### config.mk
export PLATFORM = sky130hd
export DESIGN_NAME = flash_self_program_guard
export DESIGN_NICKNAME = d
export VERILOG_FILES = /design/src/flash_guard_pkg.sv /design/src/block_swap_map.sv /design/src/flash_self_program_guard.sv
export VERILOG_INCLUDE_DIRS = /design/src
export SDC_FILE = /design/constraint.sdc
export NUM_CORES = 1
export LEC_CHECK = 0
export BUFFER_PORTS_ARGS = -buffer_cell sky130_fd_sc_hd__buf_2
export CORE_MARGIN = 2
export CORE_UTILIZATION = 35
export CTS_BUF_LIST = sky130_fd_sc_hd__clkbuf_2
export DETAILED_ROUTE_END_ITERATION = 12
export PLACE_DENSITY = 0.65
export SYNTH_ARGS = -nofsm -noshare
export SYNTH_HDL_FRONTEND = slang
export SYNTH_SLANG_ARGS = --single-unit
### constraint.sdc
create_clock -name clk_sys -period 1.6 [get_ports clk_sys]
set_input_delay 0.08 -clock clk_sys [delete_from_list [all_inputs] [get_ports clk_sys]]
set_output_delay 0.08 -clock clk_sys [all_outputs]
set_load 0.01 [all_outputs]
### src/flash_guard_cfg.svh
`ifndef FLASH_GUARD_CFG_SVH
`define FLASH_GUARD_CFG_SVH

// Internal RAM base and vector offsets for self-programming
`define RAM_BASE_ADDR 32'h03FF_0000
`define MI_VEC_OFFSET 32'h0000_0004
`define NMI_VEC_OFFSET 32'h0000_0000
// Flash vector addresses used in normal operation
`define FLASH_NMI_VEC 32'h0000_0010
`define FLASH_MI_BASE 32'h0000_0080
// Block-number fields: blocks 0-7 vs 8-15 differ in bit 3, 128-135 vs 136-143 likewise
`define SWAP_BIT 3
`define BLK_GROUP_LO_MAX 8'h0F
`define BLK_GROUP_HI_MIN 8'h80
`define BLK_GROUP_HI_MAX 8'h8F

`endif

### src/flash_guard_pkg.sv
package flash_guard_pkg;
  typedef enum logic [1:0] {
    MODE_NORMAL,
    MODE_PROGRAMMER
  } boot_mode_t;

  typedef enum logic [1:0] {
    ST_IDLE,
    ST_SELF_PROG,
    ST_BUSY
  } guard_state_t;
endpackage

### src/block_swap_map.sv
`timescale 1ns/1ps
`include "flash_guard_cfg.svh"

module block_swap_map #(
  parameter int BLK_W = 8
) (
  input wire logic [BLK_W-1:0] blk_logical, // Block number seen by the CPU
  input wire logic swapped, // Boot swap currently in effect
  output logic [BLK_W-1:0] blk_physical // Block number driven to the array
);
  function automatic logic in_swap_range(input logic [BLK_W-1:0] b);
    in_swap_range = (b <= BLK_W'(`BLK_GROUP_LO_MAX)) ||
                    ((b >= BLK_W'(`BLK_GROUP_HI_MIN)) && (b <= BLK_W'(`BLK_GROUP_HI_MAX)));
  endfunction

  wire logic flip = swapped && in_swap_range(blk_logical);
  assign blk_physical = blk_logical ^ (BLK_W'(flip) << `SWAP_BIT);
endmodule

### src/flash_self_program_guard.sv
// Operation
// Guard pin level picks mode at reset release; rewrites blocked unless pin high.
// System holds guard pin low after reset for normal operation.
// Software raises guard pin before rewriting and holds it throughout self-programming.
// Software returns guard pin low after self-programming ends.
// In self-programming, maskable interrupts vector to RAM start plus four.
// In self-programming, NMI vectors to RAM start.
// Boot swap exchanges flash blocks 0-7 with blocks 8-15.
// Boot swap also exchanges blocks 128-135 with blocks 136-143.
// Software erases 8-15, writes boot, rewrites boot flag, then swaps.
// Self-programming code resides outside the flash block being modified.
// No flash instruction fetch while self-programming hardware operations run.
// Normal flash vectoring and fetch return when self-programming state ends.
`timescale 1ns/1ps
`include "flash_guard_cfg.svh"

module flash_self_program_guard
  import flash_guard_pkg::*;
#(
  parameter int BLK_W = 8,
  parameter int VEC_W = 6
) (
  input wire logic clk_sys, // System clock, 100 MHz
  input wire logic rst_n, // Asynchronous reset, active low
  input wire logic flash_write_guard_pin, // Guard pin level, high permits rewrites
  input wire logic sp_enter, // Library request: enter self-programming state
  input wire logic sp_exit, // Library request: leave self-programming state
  input wire logic hw_op_start, // Erase or write operation starts
  input wire logic hw_op_done, // Erase or write operation finished
  input wire logic rewrite_req, // Request to erase or write flash
  input wire logic swap_req, // Boot swap execution request
  input wire logic nmi_ack, // NMI accepted by the CPU
  input wire logic mi_ack, // Maskable interrupt accepted by the CPU
  input wire logic [VEC_W-1:0] mi_code, // Index of the accepted maskable interrupt
  input wire logic [BLK_W-1:0] blk_logical, // Block addressed by the CPU
  output logic prog_mode_r, // Programmer mode latched at reset release
  output logic self_prog_r, // Self-programming state active
  output logic rewrite_grant_r, // Rewrite allowed this cycle
  output logic rewrite_blocked_r, // Rewrite refused, guard pin low or not in self-programming state
  output logic fetch_inhibit_r, // Flash instruction fetch forbidden
  output logic swapped_r, // Boot swap in effect
  output logic vec_valid_r, // Vector address valid, one-cycle pulse
  output logic [31:0] vec_addr_r, // Interrupt handler vector address
  output logic [BLK_W-1:0] blk_physical_r // Physical block after swap mapping
);
  guard_state_t state_r;
  guard_state_t state_nxt;
  logic mode_done_r;
  logic [BLK_W-1:0] blk_map;

  // Mapping is combinational; the registered copy below keeps the output glitch-free
  block_swap_map #(.BLK_W(BLK_W)) u_map (
    .blk_logical(blk_logical),
    .swapped(swapped_r),
    .blk_physical(blk_map)
  );

  // Array operation in progress
  function automatic logic op_active(input guard_state_t s);
    op_active = (s == ST_BUSY);
  endfunction

  // Inside the self-programming window, busy or not
  function automatic logic sp_active(input guard_state_t s);
    sp_active = (s != ST_IDLE);
  endfunction

  wire logic in_sp;
  wire logic pin_ok;
  wire logic grant;
  wire logic refuse;
  wire logic swap_go;
  wire logic vec_load;
  wire logic sp_nxt;
  wire logic busy_nxt;
  wire logic [31:0] mi_flash;
  wire logic [31:0] nmi_sel;
  wire logic [31:0] mi_sel;
  wire logic [31:0] vec_nxt;
  boot_mode_t strap_mode;

  assign in_sp = sp_active(state_r);
  assign pin_ok = flash_write_guard_pin;
  assign grant = in_sp && rewrite_req && pin_ok;
  assign refuse = rewrite_req && !(in_sp && pin_ok);
  // No swap once the array is busy; a swap_req in the same cycle as hw_op_start still toggles the mapping
  assign swap_go = in_sp && swap_req && pin_ok && !op_active(state_r);
  assign vec_load = nmi_ack | mi_ack;
  assign sp_nxt = sp_active(state_nxt);
  assign busy_nxt = op_active(state_nxt);
  assign strap_mode = flash_write_guard_pin ? MODE_PROGRAMMER : MODE_NORMAL;
  // Flash-resident table: one 16-byte slot per interrupt index
  assign mi_flash = `FLASH_MI_BASE + {{(28-VEC_W){1'b0}}, mi_code, 4'h0};
  assign nmi_sel = in_sp ? (`RAM_BASE_ADDR + `NMI_VEC_OFFSET)
                         : `FLASH_NMI_VEC;
  assign mi_sel = in_sp ? (`RAM_BASE_ADDR + `MI_VEC_OFFSET)
                        : mi_flash;
  // NMI outranks a maskable interrupt accepted in the same cycle
  assign vec_nxt = nmi_ack ? nmi_sel : mi_sel;

  always_comb
  begin
    state_nxt = state_r;
    case (state_r)
      ST_IDLE:
      begin
        if (sp_enter)
          state_nxt = ST_SELF_PROG;
      end
      ST_SELF_PROG:
      begin
        if (sp_exit)
          state_nxt = ST_IDLE;
        else if (hw_op_start && pin_ok)
          state_nxt = ST_BUSY;
      end
      // An exit request during an operation is dropped; software repeats it after done
      ST_BUSY:
      begin
        if (hw_op_done)
          state_nxt = ST_SELF_PROG;
      end
      default:
      begin
        state_nxt = ST_IDLE;
      end
    endcase
  end

  // Self-programming state register
  always_ff @(posedge clk_sys or negedge rst_n)
  begin
    if (!rst_n)
      state_r <= ST_IDLE;
    else
      state_r <= state_nxt;
  end

  // Mode strap sampled once, on the first clock after reset release
  always_ff @(posedge clk_sys or negedge rst_n)
  begin
    if (!rst_n)
      mode_done_r <= 1'b0;
    else
      mode_done_r <= 1'b1;
  end

  // Latched once, so later pin moves during self-programming leave the mode alone
  always_ff @(posedge clk_sys or negedge rst_n)
  begin
    if (!rst_n)
      prog_mode_r <= 1'b0;
    else if (!mode_done_r)
      prog_mode_r <= (strap_mode == MODE_PROGRAMMER);
  end

  always_ff @(posedge clk_sys or negedge rst_n)
  begin
    if (!rst_n)
      self_prog_r <= 1'b0;
    else
      self_prog_r <= sp_nxt;
  end

  always_ff @(posedge clk_sys or negedge rst_n)
  begin
    if (!rst_n)
      rewrite_grant_r <= 1'b0;
    else
      rewrite_grant_r <= grant;
  end

  always_ff @(posedge clk_sys or negedge rst_n)
  begin
    if (!rst_n)
      rewrite_blocked_r <= 1'b0;
    else
      rewrite_blocked_r <= refuse;
  end

  // Inhibit only while the array works; an idle self-programming window still fetches
  always_ff @(posedge clk_sys or negedge rst_n)
  begin
    if (!rst_n)
      fetch_inhibit_r <= 1'b0;
    else
      fetch_inhibit_r <= busy_nxt;
  end

  // Volatile by choice: every reset returns the native block mapping
  always_ff @(posedge clk_sys or negedge rst_n)
  begin
    if (!rst_n)
      swapped_r <= 1'b0;
    else if (swap_go)
      swapped_r <= ~swapped_r;
  end

  // Strobe follows every acknowledge, in either mode
  always_ff @(posedge clk_sys or negedge rst_n)
  begin
    if (!rst_n)
      vec_valid_r <= 1'b0;
    else
      vec_valid_r <= vec_load;
  end

  // Address holds between acknowledges so a late reader still sees the last vector
  always_ff @(posedge clk_sys or negedge rst_n)
  begin
    if (!rst_n)
      vec_addr_r <= 32'h0000_0000;
    else if (vec_load)
      vec_addr_r <= vec_nxt;
  end

  always_ff @(posedge clk_sys or negedge rst_n)
  begin
    if (!rst_n)
      blk_physical_r <= '0;
    else
      blk_physical_r <= blk_map;
  end
endmodule

After elaboration in Yosys (flattened, before gate mapping) --
Cells that the tools add are included.
Word-level totals: register bits after elaboration 50, output and inout bits 47
Operators by class: add/sub/neg operators 1, order comparisons 3, equality and inequality tests 4, mux-type cells 9, bitwise operators 3, reductions and logical operators 16
Operator list (count):
- $mux W26 | 3
- $add A8 B10 Y11 const A | 1
- $logic_and A1 B1 Y1 | 10
- $ge A8 B8 Y1 const B | 1
- $le A8 B4 Y1 const B | 1
- $le A8 B8 Y1 const B | 1
- $mux W2 | 4
- $xor A8 B4 Y8 | 1
- $pmux W2 S3 | 1
- $eq A2 B2 Y1 const B | 2
- $reduce_bool A2 Y1 | 2
- $eq A2 B1 Y1 const B | 1
- $logic_not A1 Y1 | 2
- $logic_not A2 Y1 | 1
- $eq A1 B1 Y1 const B | 1
- $logic_or A1 B1 Y1 | 1
- $mux W1 | 1
- $not A1 Y1 | 1
- $or A1 B1 Y1 | 1

Depth between registers and ports, before layout --
word-level depth 5, mapped depth 3, gate-level depth less buffers 3

Modules after synthesis --
Synthesis repeated with hierarchy kept, for this count alone.
Second synthesis, totals: cells, all modules 104, area, all modules 1226.2 sq um
Modules (own cells, without submodules):
- flash_self_program_guard | times used 1, cells each 95, area each 1141.1 sq um, seq. area each 675.6 sq um
- block_swap_map | times used 1, cells each 9, area each 85.1 sq um, seq. area each 0.0 sq um

Least setup slack after synthesis --
Ideal clock, no wire load.
path type reg-to-reg, start register state_r[1], end register vec_addr_r[9], data arrival time 1000 ps, data required time 1504 ps, path slack 504 ps, stages on the path, launching flop included 4, path through dfrtp_1 buf_2 or2_1 o32ai_2
Between the ends: longest elaborated chain between the ends 3
RTL lines:
- from (decl) | RTL line flash_self_program_guard.sv:46 | guard_state_t state_r;
- from (signal assigned) | RTL line flash_self_program_guard.sv:136 | state_r <= state_nxt;
- $reduce_bool A2 Y1 | RTL line flash_self_program_guard.sv:65 | sp_active = (s != ST_IDLE);
- $mux W26 | RTL line flash_self_program_guard.sv:96 | assign mi_sel = in_sp ? (`RAM_BASE_ADDR + `MI_VEC_OFFSET)
- $mux W26 | RTL line flash_self_program_guard.sv:99 | assign vec_nxt = nmi_ack ? nmi_sel : mi_sel;
- to (signal assigned) | RTL line flash_self_program_guard.sv:214 | vec_addr_r <= vec_nxt;
- to (decl) | RTL line flash_self_program_guard.sv:43 | output logic [31:0] vec_addr_r,
Every way passes these cells. A chain may end at the register's enable or synchronous reset.

Worst setup path after layout --
start register state_r[1], end register state_r[0]
Between the ends: longest elaborated chain between the ends 2, elaborated cells on any way between the ends 4, classes of those cells 2 x eq/ne; 1 x mux; 1 x reduce/logical
RTL lines:
- $eq A2 B2 Y1 (tied with other cells) | RTL line flash_self_program_guard.sv:104 | case (state_r)
- $pmux W2 S3 (*) | RTL line flash_self_program_guard.sv:104
- named net state_nxt[0] | RTL line flash_self_program_guard.sv:47 | guard_state_t state_nxt;
Mark *: on every way through the listed nets, which the timed path passes. The rest lies on a longest branch.

==> results by group <==
Run status
  • Outcome: complete, no violations

Setup path
  • CP bufs+invs: 1
  • Ordered list of cells on the worst path: a211o_1 -> dlygate4sd3_1 -> mux2i_1
  • Critical Path RT: roughly 1.9 ns
  • Max incr delay on CP: roughly 0.55 ns
  • Crit path max fanout: 11
  • Arr. time, crit path: around 1.8 ns
  • Startpoint Class: flip-flop
  • Kind of critical path: flip-flop to flip-flop
  • Setup crit end kind: flip-flop
  • Crit-path leading delay family: buffers and inverters
  • CP max stage cell: dlygate4sd3_1

Detailed routing
  • Via-to-Cell Ratio: about 4.2
  • Routed WL: about 2.4 mm
  • Initial DRC Count: 30
  • First-pass detailed-route iteration total: 3
  • Routed wire length per instance: 11.3 um
  • DRT antenna net count: 0
  • # DRC: 0
  • Via count: between 900 and 1,000

Place
  • Port bufs: 57
  • Hpwl dp: approximately 1.7 mm
  • Routability cong.: ~0.69
  • Placed cell areas: 0.00143 mm2
  • Pre-CTS setup slack: about 0.34 ns
  • Placed insts: 192

CTS
  • PostCTS Resize Cnt: 0
  • CTS tree: yes
  • H-tree Lvls: 1
  • Total CTS buffers: 3
  • Max clock buf depth: 2
  • Clk slew on worst S/H paths: 0.23 ns
  • Clock root buffer: clkbuf_2
  • Clk sinks: 27
  • CTS hold repair buffers: 20
  • Post-CTS Setup Repair Bufs: 0
  • Clk_lat worst skew: ~0.33 ns

GRT
  • Vias in the first global route: 927
  • Remaining Overflow, GRT: 0
  • First-pass GRT wire length: 3.97 mm
  • Global-route usage over all layers: 12.9%
  • Initial antenna violation count: 0
  • Largest net degree at the start of global routing: 28

Logic synthesis
  • Seq cells post-synth: 27
  • Yosys Warn Count: 0
  • Mapped Area: 0.00124 mm2
  • Synthesized instance count: about 100
  • Synthesized area per cell: between 10 and 15 um2
  • Synth cell types: 29
  • Seq/Total Area, Yosys: a little over half

Floorplan
  • Die ar.: 0.00405 mm2
  • Initial Utilization: around 37%
  • CORE AREA: 0.00336 mm2
  • Die Span Y: 63.6 um
  • FP Rows: 21
  • Die width: about 64 um
  • I/O Pins: slightly above 70

STA
  • Final worst clock skew: just under 0.0008 ns
  • RSZ-0062 raised after global routing: false
  • Final setup vio count: 0
  • Worst Max-Slew Pin Slew: approximately 0.59 ns
  • Tmin final: approximately 1.5 ns
  • Fin crit share: between 90 and 100%
  • Peak Freq: 0.658 GHz
  • Pins Over Slew Limit: 0
  • Hold WS: roughly 0.034 ns
  • Post-route worst setup slack: just under 0.08 ns
  • Final hold vios: 0
  • Total Neg Setup Slack: 0 ns
  • Relative slew margins: 60.5%

Layout
  • Utilization after layout: about 49%
  • Fraction of layout cells with a size suffix above 1: 40.4%
  • Ant diodes: 0
  • Final nets: around 200
  • Fin area: around 0.0017 mm2
  • Area delta synth->final: 33.6%
  • Fin cells: around 220

Pwr
  • Pwr dens: 854 mW/mm2
  • Leak: between 0.8 and 0.9 nW
  • Total power: 1.42 mW
  • Peak supply drop: 0.364 mV

Hold path
  • Min-delay worst type: primary input to flip-flop

Job
  • Max Cap Viol: 0
-- cell families (layout without fill, tap and decap cells) --
kind of cell / after synthesis / count (layout) / synth area share [%]
buf+inv: 30 / 84 / 17.0
flops: 27 / 27 / 54.3
simple gates: 24 / 24 / 13.2
compound gates: 14 / 14 / 9.26
xor+xnor: 3 / 3 / 2.11
mux: 3 / 3 / 2.52
other cells: 2 / 15 / 0.604
fa+ha+maj: 1 / 1 / 1.01
-- worst min-delay path, delay by kind of cell --
family / cells / cell delay (ns)
simple gates: 1 / 0.09
buf+inv: 1 / 0.11
compound gates: 1 / 0.08
-- layout by cell type, fill, tap and decap left out --
master	instances
a211oi_1	1
or4b_1	1
or2_1	1
nor2_1	3
xor2_1	1
nor4b_1	1
nand2b_1	6
nor3_1	1
inv_1	2
mux2i_1	2
nand3_1	2
nand4bb_1	3
dfrtp_1	27
a21boi_0	1
xnor2_1	2
ha_1	1
or2_2	2
a211o_1	1
and3_1	1
o21bai_1	1
conb_1	15
buf_2	57
o32ai_2	2
mux2_2	1
a21oi_1	5
nor3b_1	3
a31o_2	3
dlygate4sd3_1	21
clkbuf_2	4
-- final timing paths --
kind / slack (ns) / depth (start not counted) / to / startpoint
worst max-delay path: 0.08 / 3 / state_r[0] / state_r[1]
worst min-delay path: 0.03 / 3 / vec_addr_r[6] / mi_code[2]
worst max register to register: 0.08 / 3 / state_r[0] / state_r[1]
worst min register to register: 0.52 / 1 / swapped_r / swapped_r
max in group asynchronous: 0.98 / 2 / fetch_inhibit_r / rst_n
min in group asynchronous: 0.24 / 2 / vec_valid_r / rst_n
-- cell type report --
| cell class | count | area [um2] |
|---|---|---|
| flip-flops and latches | 27 | 676 |
| multi-input cells | 60 | 405 |
| inverters | 2 | 7.51 |
| clock buffers | 4 | 20.0 |
| fillers | 340 | 1700 |
| repair buffers | 78 | 495 |
| well taps | 46 | 57.6 |
-- cells in the mapped netlist, drive strengths merged --
library cell / number / share of area [%]
xnor2: 2 / 1.4
dfrtp: 27 / 54
buf: 28 / 16
nor3b: 3 / 1.8
o21bai: 1 / 0.60
mux2i: 2 / 1.6
nand4bb: 3 / 2.7
ha: 1 / 1.0
inv: 2 / 0.60
or4b: 1 / 0.80
nand2b: 6 / 3.0
xor2: 1 / 0.70
mux2: 1 / 0.91
nor3: 1 / 0.40
nor2: 3 / 0.91
a211o: 1 / 0.70
nor4b: 1 / 0.70
a21boi: 1 / 0.60
a21oi: 5 / 2.0
o32ai: 2 / 2.6
and3: 1 / 0.50
conb: 2 / 0.60
a211oi: 1 / 0.60
a31o: 3 / 2.1
nand3: 2 / 0.80
or2: 3 / 1.5
-- layer usage --
metal	global-route usage, %	vias up	share of wire (%)
met5	0	-	0
li1	-	445	-
met1	14.8	431	39
met4	4.08	0	0.41
met2	23.4	33	55
met3	3.04	2	5.6
-- registers in the layout, indices dropped and copies added, names as in the netlist --
name               count
rewrite_grant_r        1
self_prog_r            1
prog_mode_r            1
mode_done_r            1
state_r                2
vec_addr_r             9
swapped_r              1
rewrite_blocked_r      1
fetch_inhibit_r        1
vec_valid_r            1
blk_physical_r         8
-- where the power goes --
part	internal, mW	switching [mW]	total, mW
combinational	0.186	0.184	0.370
sequential	0.747	0.0489	0.796
clock	0.0660	0.187	0.253
No activity file was read; power rests on OpenSTA's default activity.
